[src/tai_pkg.sv]
// Purpose: Shared constants for the T1 alarm integrator.
// Assumes: 100 MHz clock; 32-bit Avalon-MM register slave.
// Notes: Offsets are register indices; byte address is four times.
package tai_pkg;
    // Clock rate, used to turn times into cycle counts.
    localparam int unsigned CLK_HZ = 100000000;
    localparam int unsigned CYC_PER_MS = CLK_HZ / 1000;
    // Integration windows, in milliseconds.
    localparam int unsigned WIN_RED_MS = 40;
    localparam int unsigned WIN_AIS_MS = 60;
    localparam int unsigned WIN_RED_CYC = WIN_RED_MS * CYC_PER_MS;
    localparam int unsigned WIN_AIS_CYC = WIN_AIS_MS * CYC_PER_MS;
    localparam int WIN_W = 23;
    // Test speed-up divides both windows by two to this power.
    localparam int TEST_ACCELERATE_SHIFT = 8;
    // Fast deassertion limits, in milliseconds.
    localparam int unsigned FAST_RED_MS = 120;
    localparam int unsigned FAST_AIS_MS = 180;
    // Whole clean windows that fit inside a limit with a partial one.
    localparam logic [3:0] RED_FAST_WIN = 4'(FAST_RED_MS / WIN_RED_MS - 1);
    localparam logic [3:0] AIS_FAST_WIN = 4'(FAST_AIS_MS / WIN_AIS_MS - 1);
    // Normal, slower deassertion, in clean windows.
    localparam logic [3:0] RED_SLOW_WIN = 4'h6;
    localparam logic [3:0] AIS_SLOW_WIN = 4'h6;
    // Consecutive out-of-frame windows before Red asserts.
    localparam logic [3:0] RED_ON_WIN = 4'h2;
    localparam logic [3:0] RED_ON_WIN_T1DM = 4'h1;
    // Detection thresholds per window.
    localparam logic [7:0] YEL_SF_MAX = 8'h10;
    localparam logic [7:0] YEL_T1DM_MAX = 8'h04;
    localparam logic [7:0] YEL_ESF_MIN = 8'h08;
    localparam logic [7:0] AIS_ONES_MAX = 8'h7E;
    // Register indices.
    localparam logic [7:0] IDX_CFG = 8'h60;
    localparam logic [7:0] IDX_IEN = 8'h61;
    localparam logic [7:0] IDX_ISR = 8'h62;
    localparam logic [7:0] IDX_DET = 8'h63;
    // Field positions of the configuration register.
    localparam int CFG_ESF_BIT = 4;
    localparam int CFG_FMS_HI_BIT = 3;
    localparam int CFG_FMS_LO_BIT = 2;
    // Field positions of the enable register.
    localparam int IEN_FAST_BIT = 4;
    localparam int IEN_TEST_ACCELERATE_BIT = 3;
    // Alarm order in the flag, state and enable groups: 2 Yellow, 1 Red, 0 BLUE_ALARM_STATE.
    localparam int ALM_YEL = 2;
    localparam int ALM_RED = 1;
    localparam int ALM_AIS = 0;
    localparam int ISR_FLAG_LSB = 3;
    // Reset values.
    localparam logic [2:0] CFG_RST = 3'h0;
    localparam logic [4:0] IEN_RST = 5'h00;
    // Framing formats, one-hot.
    typedef enum logic [5:0] {
        TAI_FMT_SF = 6'h01,
        TAI_FMT_T1DM = 6'h02,
        TAI_FMT_SLC = 6'h04,
        TAI_FMT_ALT = 6'h08,
        TAI_FMT_ESF = 6'h10,
        TAI_FMT_RSVD = 6'h20
    } tai_fmt_t;
endpackage

[src/tai_alarm_integrator.sv]
// Purpose: T1 carrier failure alarm integrator with register slave.
// Assumes: Framer status and line data are on clk_i; no syncing.
// Notes: Windows are free running; alarm updates happen at window ends.
// Contract
// - Global E1 select holds all but the bus handshake and read data in reset.
// - ESF bit chooses ESF, else frame bits.
// - Frame bits decode SF, T1DM, SLC, alternate.
// - Alternate mode: normal Red, T1DM Yellow.
// - ESF with 00 uses full-rate link code.
// - Fast mode clears Red within 120 ms.
// - Fast mode clears BLUE_ALARM_STATE within 180 ms.
// - Without fast mode, slower deassertion applies.
// - Each alarm has its own interrupt enable.
// - Reset clears all three interrupt enables.
// - Status holds change flags and live states.
// - Reading status clears flags and interrupt.
// - Recent out-of-frame bit covers last window.
// - Status reports Yellow and BLUE_ALARM_STATE window presence.
// - Yellow presence rules per framing format.
// - BLUE_ALARM_STATE present: whole-window OOF, few ones.
`timescale 1ns/1ps
module tai_alarm_integrator #(
    parameter logic [tai_pkg::WIN_W-1:0] WIN_RED_CYC_P =
        tai_pkg::WIN_W'(tai_pkg::WIN_RED_CYC),
    parameter logic [tai_pkg::WIN_W-1:0] WIN_AIS_CYC_P =
        tai_pkg::WIN_W'(tai_pkg::WIN_AIS_CYC)
) (
    input wire logic clk_i,
    input wire logic rst_n_i,
    input wire logic e1_mode_select_i,
    input wire logic oof_i,
    input wire logic line_bit_valid_i,
    input wire logic line_bit_i,
    input wire logic ch_bit2_valid_i,
    input wire logic ch_bit2_i,
    input wire logic ybit_valid_i,
    input wire logic ybit_i,
    input wire logic esf_yellow_code_i,
    input wire logic [9:0] address_i,
    input wire logic read_i,
    input wire logic write_i,
    input wire logic [31:0] writedata_i,
    input wire logic [3:0] byteenable_i,
    output logic [31:0] readdata_o,
    output logic waitrequest_o,
    output logic irq_o
);
    import tai_pkg::*;

    ////////////////////////////////////////////////////////////////////
    // Declarations.

    logic hold; // Block held in reset by the global E1 select.
    logic [2:0] cfg_r; // ESF, frame mode hi, frame mode lo.
    logic [4:0] ien_r; // Fast, accelerate, three alarm enables.
    logic [2:0] flag_r; // Change flags, alarm order.
    logic [2:0] state; // Live alarm states, alarm order.
    logic [2:0] prev_r; // Alarm states one cycle earlier.
    logic yel_r; // Yellow alarm state.
    logic red_r; // Red alarm state.
    logic ais_r; // BLUE_ALARM_STATE alarm state.
    logic recent_oof_seen_r; // Out-of-frame seen in last 40 ms window.
    logic remote_alarm_seen_r; // Yellow present in last 40 ms window.
    logic blue_alarm_seen_r; // BLUE_ALARM_STATE present in last 60 ms window.
    logic ack_r; // Second cycle of a bus access.
    logic [31:0] rdata_r; // Registered read data.
    logic [WIN_W-1:0] w40_r; // 40 ms window counter.
    logic [WIN_W-1:0] w60_r; // 60 ms window counter.
    logic [WIN_W-1:0] lim40; // Current 40 ms window length.
    logic [WIN_W-1:0] lim60; // Current 60 ms window length.
    logic end40; // Last cycle of a 40 ms window.
    logic end60; // Last cycle of a 60 ms window.
    logic oof_d_r; // Out-of-frame one cycle earlier.
    logic oof_any_r; // Out-of-frame event in this window.
    logic oof_all_r; // Out of frame all through this window.
    logic [7:0] ycnt_r; // Yellow indication count, saturating.
    logic [7:0] ones_r; // Line ones count, saturating.
    logic yel_evt; // Counted Yellow indication this cycle.
    logic yel_win; // Yellow present in ending window.
    logic ais_win; // BLUE_ALARM_STATE present in ending window.
    logic [3:0] ron_r; // Consecutive out-of-frame windows.
    logic [3:0] roff_r; // Consecutive clean 40 ms windows.
    logic [3:0] aoff_r; // Consecutive BLUE_ALARM_STATE-free 60 ms windows.
    logic [3:0] red_on_lim; // Windows needed to assert Red.
    logic [3:0] red_off_lim; // Clean windows needed to clear Red.
    logic [3:0] ais_off_lim; // Clean windows needed to clear BLUE_ALARM_STATE.
    logic req; // Bus access pending.
    logic done; // Bus access completes at this edge.
    logic [7:0] idx; // Register index from the byte address.
    logic isr_rd; // Status register read completes.
    tai_fmt_t fmt; // Decoded framing format.

    // Decode of format bits, used by the logic and by the checks.
    function automatic tai_fmt_t fmt_dec(input logic [2:0] c);
        tai_fmt_t f;
        f = TAI_FMT_RSVD;
        if (c[2]) begin
            // Only 00 is a defined ESF combination.
            f = (c[1:0] == 2'h0) ? TAI_FMT_ESF : TAI_FMT_RSVD;
        end else begin
            case (c[1:0])
                2'h0: f = TAI_FMT_SF;
                2'h1: f = TAI_FMT_T1DM;
                2'h2: f = TAI_FMT_SLC;
                2'h3: f = TAI_FMT_ALT;
                default: f = TAI_FMT_RSVD;
            endcase
        end
        return f;
    endfunction

    // Saturating increment for the per-window Yellow and ones counts.
    function automatic logic [7:0] sat8(input logic [7:0] v);
        return (v == 8'hFF) ? v : v + 8'h01;
    endfunction

    function automatic logic [3:0] sat4(input logic [3:0] v);
        return (v == 4'hF) ? v : v + 4'h1;
    endfunction

    ////////////////////////////////////////////////////////////////////
    // Mode and window timing.

    // The global E1 select holds every register but the bus handshake and read data at reset value.
    assign hold = e1_mode_select_i;
    assign fmt = fmt_dec(cfg_r);

    // Test speed-up shortens windows; not meant for field use.
    assign lim40 = ien_r[IEN_TEST_ACCELERATE_BIT] ?
        (WIN_RED_CYC_P >> TEST_ACCELERATE_SHIFT) : WIN_RED_CYC_P;
    assign lim60 = ien_r[IEN_TEST_ACCELERATE_BIT] ?
        (WIN_AIS_CYC_P >> TEST_ACCELERATE_SHIFT) : WIN_AIS_CYC_P;
    assign end40 = (w40_r >= lim40 - WIN_W'(1));
    assign end60 = (w60_r >= lim60 - WIN_W'(1));

    // Window counters run freely; compare with >= so that a change
    // of the speed-up bit mid-window cannot strand a counter.
    always_ff @(posedge clk_i or negedge rst_n_i) begin
        if (!rst_n_i) begin
            w40_r <= '0;
            w60_r <= '0;
        end else if (hold) begin
            w40_r <= '0;
            w60_r <= '0;
        end else begin
            w40_r <= end40 ? '0 : w40_r + WIN_W'(1);
            w60_r <= end60 ? '0 : w60_r + WIN_W'(1);
        end
    end

    ////////////////////////////////////////////////////////////////////
    // Detection over windows.

    // Yellow source depends on format; alternate T1DM uses Y-bits.
    always_comb begin
        yel_evt = 1'b0;
        case (fmt)
            TAI_FMT_SF, TAI_FMT_SLC: yel_evt = ch_bit2_valid_i & ch_bit2_i;
            TAI_FMT_T1DM, TAI_FMT_ALT: yel_evt = ybit_valid_i & ybit_i;
            TAI_FMT_ESF: yel_evt = esf_yellow_code_i;
            default: yel_evt = 1'b0;
        endcase
    end

    // A reserved format never reports Yellow.
    always_comb begin
        yel_win = 1'b0;
        case (fmt)
            TAI_FMT_SF, TAI_FMT_SLC: yel_win = (ycnt_r <= YEL_SF_MAX);
            TAI_FMT_T1DM, TAI_FMT_ALT: yel_win = (ycnt_r <= YEL_T1DM_MAX);
            TAI_FMT_ESF: yel_win = (ycnt_r >= YEL_ESF_MIN);
            default: yel_win = 1'b0;
        endcase
    end

    // BLUE_ALARM_STATE: out of frame the whole window and few ones on the line.
    assign ais_win = oof_all_r & (ones_r <= AIS_ONES_MAX);

    // Window accumulators; the ending cycle's event counts toward
    // the next window so that no event is dropped at the boundary.
    always_ff @(posedge clk_i or negedge rst_n_i) begin
        if (!rst_n_i) begin
            oof_d_r <= 1'b0;
            oof_any_r <= 1'b0;
            ycnt_r <= '0;
        end else if (hold) begin
            oof_d_r <= 1'b0;
            oof_any_r <= 1'b0;
            ycnt_r <= '0;
        end else begin
            oof_d_r <= oof_i;
            if (end40) begin
                oof_any_r <= oof_i & ~oof_d_r;
                ycnt_r <= {7'h00, yel_evt};
            end else begin
                oof_any_r <= oof_any_r | (oof_i & ~oof_d_r);
                ycnt_r <= yel_evt ? sat8(ycnt_r) : ycnt_r;
            end
        end
    end

    // The 60 ms accumulators: persistence of OOF and ones count.
    always_ff @(posedge clk_i or negedge rst_n_i) begin
        if (!rst_n_i) begin
            oof_all_r <= 1'b1;
            ones_r <= '0;
        end else if (hold) begin
            oof_all_r <= 1'b1;
            ones_r <= '0;
        end else if (end60) begin
            oof_all_r <= oof_i;
            ones_r <= {7'h00, line_bit_valid_i & line_bit_i};
        end else begin
            oof_all_r <= oof_all_r & oof_i;
            if (line_bit_valid_i && line_bit_i) begin
                ones_r <= sat8(ones_r);
            end
        end
    end

    // Detection status bits update once per window.
    always_ff @(posedge clk_i or negedge rst_n_i) begin
        if (!rst_n_i) begin
            recent_oof_seen_r <= 1'b0;
            remote_alarm_seen_r <= 1'b0;
            blue_alarm_seen_r <= 1'b0;
        end else if (hold) begin
            recent_oof_seen_r <= 1'b0;
            remote_alarm_seen_r <= 1'b0;
            blue_alarm_seen_r <= 1'b0;
        end else begin
            if (end40) begin
                recent_oof_seen_r <= oof_any_r | oof_i;
                remote_alarm_seen_r <= yel_win;
            end
            if (end60) begin
                blue_alarm_seen_r <= ais_win;
            end
        end
    end

    ////////////////////////////////////////////////////////////////////
    // Alarm integration.

    // Plain T1DM asserts Red faster; alternate T1DM does not.
    assign red_on_lim = (fmt == TAI_FMT_T1DM) ?
        RED_ON_WIN_T1DM : RED_ON_WIN;
    // Fast mode trades integration margin for quick recovery.
    assign red_off_lim = ien_r[IEN_FAST_BIT] ?
        RED_FAST_WIN : RED_SLOW_WIN;
    assign ais_off_lim = ien_r[IEN_FAST_BIT] ?
        AIS_FAST_WIN : AIS_SLOW_WIN;

    // Red and Yellow step at the end of each 40 ms window.
    always_ff @(posedge clk_i or negedge rst_n_i) begin
        if (!rst_n_i) begin
            ron_r <= '0;
            roff_r <= '0;
            red_r <= 1'b0;
            yel_r <= 1'b0;
        end else if (hold) begin
            ron_r <= '0;
            roff_r <= '0;
            red_r <= 1'b0;
            yel_r <= 1'b0;
        end else if (end40) begin
            yel_r <= yel_win;
            if (oof_any_r || oof_i) begin
                // Window held an out-of-frame event.
                roff_r <= '0;
                ron_r <= sat4(ron_r);
                if (sat4(ron_r) >= red_on_lim) begin
                    red_r <= 1'b1;
                end
            end else begin
                // Clean window; count toward deassertion.
                ron_r <= '0;
                roff_r <= sat4(roff_r);
                if (sat4(roff_r) >= red_off_lim) begin
                    red_r <= 1'b0;
                end
            end
        end
    end

    // BLUE_ALARM_STATE steps at the end of each 60 ms window.
    always_ff @(posedge clk_i or negedge rst_n_i) begin
        if (!rst_n_i) begin
            aoff_r <= '0;
            ais_r <= 1'b0;
        end else if (hold) begin
            aoff_r <= '0;
            ais_r <= 1'b0;
        end else if (end60) begin
            if (ais_win) begin
                aoff_r <= '0;
                ais_r <= 1'b1;
            end else begin
                // Enough ones or any in-frame time makes the window count toward clearing.
                aoff_r <= sat4(aoff_r);
                if (sat4(aoff_r) >= ais_off_lim) begin
                    ais_r <= 1'b0;
                end
            end
        end
    end

    ////////////////////////////////////////////////////////////////////
    // Change flags and interrupt.

    assign state[ALM_YEL] = yel_r;
    assign state[ALM_RED] = red_r;
    assign state[ALM_AIS] = ais_r;

    always_ff @(posedge clk_i or negedge rst_n_i) begin
        if (!rst_n_i) begin
            prev_r <= '0;
        end else if (hold) begin
            prev_r <= '0;
        end else begin
            prev_r <= state;
        end
    end

    // One flag per alarm; a change on the clearing read still sets.
    for (genvar g = 0; g < 3; g++) begin : g_flag
        always_ff @(posedge clk_i or negedge rst_n_i) begin
            if (!rst_n_i) begin
                flag_r[g] <= 1'b0;
            end else if (hold) begin
                flag_r[g] <= 1'b0;
            end else if (state[g] != prev_r[g]) begin
                flag_r[g] <= 1'b1;
            end else if (isr_rd && rdata_r[ISR_FLAG_LSB + g]) begin
                // Only a flag that the read reported is cleared, so a
                // change landing after the data was taken is kept.
                flag_r[g] <= 1'b0;
            end
        end
    end

    // Each enable gates only its own alarm's flag.
    assign irq_o = |(flag_r & ien_r[2:0]);

    ////////////////////////////////////////////////////////////////////
    // Avalon-MM slave: one wait cycle, then completion.

    assign req = read_i | write_i;
    assign done = req & ack_r;
    assign waitrequest_o = req & ~ack_r;
    assign idx = address_i[9:2];
    assign isr_rd = done & read_i & (idx == IDX_ISR);
    assign readdata_o = rdata_r;

    always_ff @(posedge clk_i or negedge rst_n_i) begin
        if (!rst_n_i) begin
            ack_r <= 1'b0;
        end else begin
            ack_r <= req & ~ack_r;
        end
    end

    // Read data is sampled in the wait cycle; unmapped reads give 0.
    always_ff @(posedge clk_i or negedge rst_n_i) begin
        if (!rst_n_i) begin
            rdata_r <= '0;
        end else if (read_i && !ack_r) begin
            case (idx)
                IDX_CFG: rdata_r <= {27'h0, cfg_r, 2'h0};
                IDX_IEN: rdata_r <= {27'h0, ien_r};
                IDX_ISR: rdata_r <= {26'h0, flag_r, state};
                IDX_DET: rdata_r <= {29'h0, recent_oof_seen_r, remote_alarm_seen_r, blue_alarm_seen_r};
                default: rdata_r <= '0;
            endcase
        end
    end

    // Writes take effect at completion, low byte lane only.
    always_ff @(posedge clk_i or negedge rst_n_i) begin
        if (!rst_n_i) begin
            cfg_r <= CFG_RST;
            ien_r <= IEN_RST;
        end else if (hold) begin
            cfg_r <= CFG_RST;
            ien_r <= IEN_RST;
        end else if (done && write_i && byteenable_i[0]) begin
            if (idx == IDX_CFG) begin
                cfg_r <= writedata_i[CFG_ESF_BIT:CFG_FMS_LO_BIT];
            end
            if (idx == IDX_IEN) begin
                ien_r <= writedata_i[IEN_FAST_BIT:0];
            end
        end
    end
endmodule

[config.mk]
export PLATFORM = sky130hd
export DESIGN_NAME = tai_alarm_integrator
export DESIGN_NICKNAME = d
export VERILOG_FILES = /design/src/tai_pkg.sv /design/src/tai_alarm_integrator.sv
export SDC_FILE = /design/constraint.sdc
export NUM_CORES = 1
export LEC_CHECK = 0
export ABC_AREA = 1
export BUFFER_PORTS_ARGS = -buffer_cell sky130_fd_sc_hd__buf_4
export CORE_ASPECT_RATIO = 0.75
export CORE_MARGIN = 2
export CORE_UTILIZATION = 40
export DETAILED_ROUTE_END_ITERATION = 12
export GPL_TIMING_DRIVEN = 0
export PLACE_DENSITY = 0.59
export SLEW_MARGIN = 10
export SYNTH_ARGS = -nofsm -noshare
export SYNTH_HDL_FRONTEND = slang
export SYNTH_SLANG_ARGS = --single-unit
[constraint.sdc]
create_clock -name clk_i -period 6.4 [get_ports clk_i]
set_input_delay 0.64 -clock clk_i [delete_from_list [all_inputs] [get_ports clk_i]]
set_output_delay 0.64 -clock clk_i [all_outputs]
set_load 0.005 [all_outputs]
==> qor.csv <==
metric,value,unit
run status,"complete, no violations",
post-synthesis sequential area ratio,37.4,%
final clock skew,17.3,ps
Seq pwr share,48.2,%
Peak VDD IR,123,uV
"critical path fanouts, max",25,
DRC errors left,0,
Port-buffer cells,34,
Worst R2R Setup Slack,3070,ps
total setup buffers inserted after CTS,0,
share of cells above drive strength 1,12.2,%
TritonCTS buffer count,9,
Ys Warns,0,
estimated wirelength of the detail-placed design,11800,um
relative slew slack,27.3,%
Post-Syn Area,6890,sq um
Synth async-reset ratio,100,%
core area,16800,sq um
# nets final,1105,
initial antenna violation count,0,
clk buf depth,2,
syn_area_per_cell,7.40,sq um
CTS sink cnt,103,
xor and xnor fraction of the mapped netlist area,4.70,%
dominant synthesized flop cell,dfrtp_1,
Starting Density,41.0,%
cts repair resizes,0,
Synth area leader,dfrtp_1,
"Arr. time, crit path",3550,ps
"most common cell after layout, fill and taps aside",nand2_1,
# rows,41,
path depth of the worst reg2reg path,12,
max-cap violation count,0,
Final ANT Viol Nets,0,
first-pass GRT wire length,27100,um
CP peak stage delay,1070,ps
largest net degree at the start of global routing,104,
CTS tree,done,
grt ovf,0,
"Hold Vio Cnt, Final",0,
combinational share of power,12.1,%
diode count,0,
1st-iter DRT viols,391,
overall power,1430,uW
placed cell count,1205,
reg2reg start,ien_r[3],
worst path cell trace,"inv_1, ha_1, nand2_1, nor2_1, nand4_1, nor2_1, nor2_4, nand3_4, inv_2, buf_6, nand2_1, o31ai_1",
Hold Path Class,in2async,
Sw Ratio,29.2,%
Post-DP Area,7510,sq um
post-route cell area,7820,sq um
Net Sw Power,417,uW
largest family of logic cells by synthesized area,simple AND/OR/NAND/NOR gates,
area share of the leading cell type in the synthesized netlist,37.0,%
Slew @ Worst Pin,1090,ps
GRT Util Overall,18.1,%
largest cells by area after synthesis,"dfrtp_1 37%, nand2_1 13%, ha_1 8.2%",
I/O Pins,93,
Seq cells post-synth,103,
mux cell area share after synthesis,0,%
Leakage,0.00382,uW
total negative slack,0,ps
Via Count,5769,
clock-pin slew on the worst setup and hold paths,80,ps
RSZ-0062 raised after global routing,no,
simple-gate portion of the synthesized area,33.2,%
adder-cell share of the synthesized area,8.17,%
Cell Pwr Density,183,nW/um^2
Synth Instances,931,
H-tree Lvls,3,
number of synthesized flops with an enable pin,0,
GP Congestion,0.868,
"commonest non-fill, non-tap cells in the layout","243 x nand2_1, 131 x nor2_1, 103 x inv_1, 102 x dfrtp_1, 60 x nand3_1",
reg2reg end,oof_any_r,
Die Wd,156,um
Hold Buf Count CTS,0,
CTS root buf,clkbuf_16,
Synth Area in Compound Gates,6.39,%
DIE AREA,18300,sq um
Via density,4.72,
Achievable Freq,301,MHz
Area Overhead vs Synth,13.5,%
crit end category,flip-flop,
Final Cycle Share,52.0,%
CP max-delay cell,dfrtp_1,
Required @ worst endpoint,6620,ps
post-layout min period,3330,ps
wire per inst,12.7,um
worst skew pair latency,360,ps
Layout Cells excl Fill,1221,
DR pass1 iterations,7,
final setup vio count,0,
Total Wirelength,15500,um
die height,118,um
post-synth cell types,44,
vias in the first global route,5492,
Max Transition Viols Final,0,
cell-internal power,1010,uW
type of the worst setup path,reg2reg,
Clk pwr share,39.7,%
CP startpoint kind,flip-flop,
-- sequential cells by signal (all words and copies together), names as in the netlist, 3 cells and up --
signal and count:
ones_r 8, ycnt_r 8, readdata_o 6, prev_r 3, roff_r 4, w60_r 23, ron_r 4, flag_r 3
aoff_r 4, ien_r 5, cfg_r 3, w40_r 23
-- layout make-up --
class,count,area (sq um)
Buffer,39,282
Clock buffer,9,225
Clock inverter,7,85.1
Fill cell,1703,9000
Inverter,109,409
Multi-Input combinational cell,705,3710
Sequential cell,103,2580
Tap cell,215,269
Timing Repair Buffer,34,259
-- kinds of logic after synthesis --
family / Yosys count
adders and majority gates: 45
other: 1
buffers and inverters: 148
and+or+nand+nor: 518
DFF: 103
AOI/OAI and AO/OA: 79
xor gates and xnor gates: 37
-- power by group through the flow --
stage	Sequential, uW	Combinational (uW)	Clock [uW]
after floorplan	695	115	0
after global placement	702	172	0
after detailed placement	703	174	0
after CTS	690	175	582
after global routing	693	201	606
final	690	173	568
-- synthesized netlist by cell type, types with 14 or more instances --
cell type	instances
buf_4	26
o21ai_0	36
xor2_1	23
xnor2_1	14
dfrtp_1	102
nand2_1	243
nand3_1	60
nor2_1	131
ha_1	45
nand4_1	21
a21oi_1	24
inv_1	103
nor3_1	26
-- per-layer routing --
layer	part of all wire (%)	vias to the layer above	routed length, um	global-route usage, %
li1	-	3086	-	-
met5	0	-	0	0
met3	3.8	11	591	3.06
met1	55	2578	8590	28.9
met4	0.89	0	138	3.73
met2	40	94	6160	25.3
-- worst max-delay path, delay by kind of cell (launching register included) --
kind	cells	cell delay (ps)
AOI/OAI and AO/OA	1	60
buffers and inverters	3	730
DFF	1	1070
and+or+nand+nor	7	820
adders and majority gates	1	500
-- worst max path at each step --
stage                     slack [ps]   endpoint  cells past startpoint      from
after CTS                       3030  oof_any_r                     12  ien_r[3]
after global routing            2790  w40_r[19]                     16  ien_r[3]
after global placement          3080  oof_any_r                     12  ien_r[3]
final                           3070  oof_any_r                     12  ien_r[3]
after detailed placement        3030  oof_any_r                     12  ien_r[3]
after floorplan                 3920  oof_any_r                     12  ien_r[3]
-- metrics by stage --
stage	worst slack, ps	hold slack [ps]	utilization (%)
finish	3070	386	46.5
global route	2790	431	46.5
CTS	3030	421	46.5
detailed placement	3030	411	44.6
global placement	3080	402	44.6
floorplan	3920	344	-
Note: power is estimated with default switching activity, not from simulation.
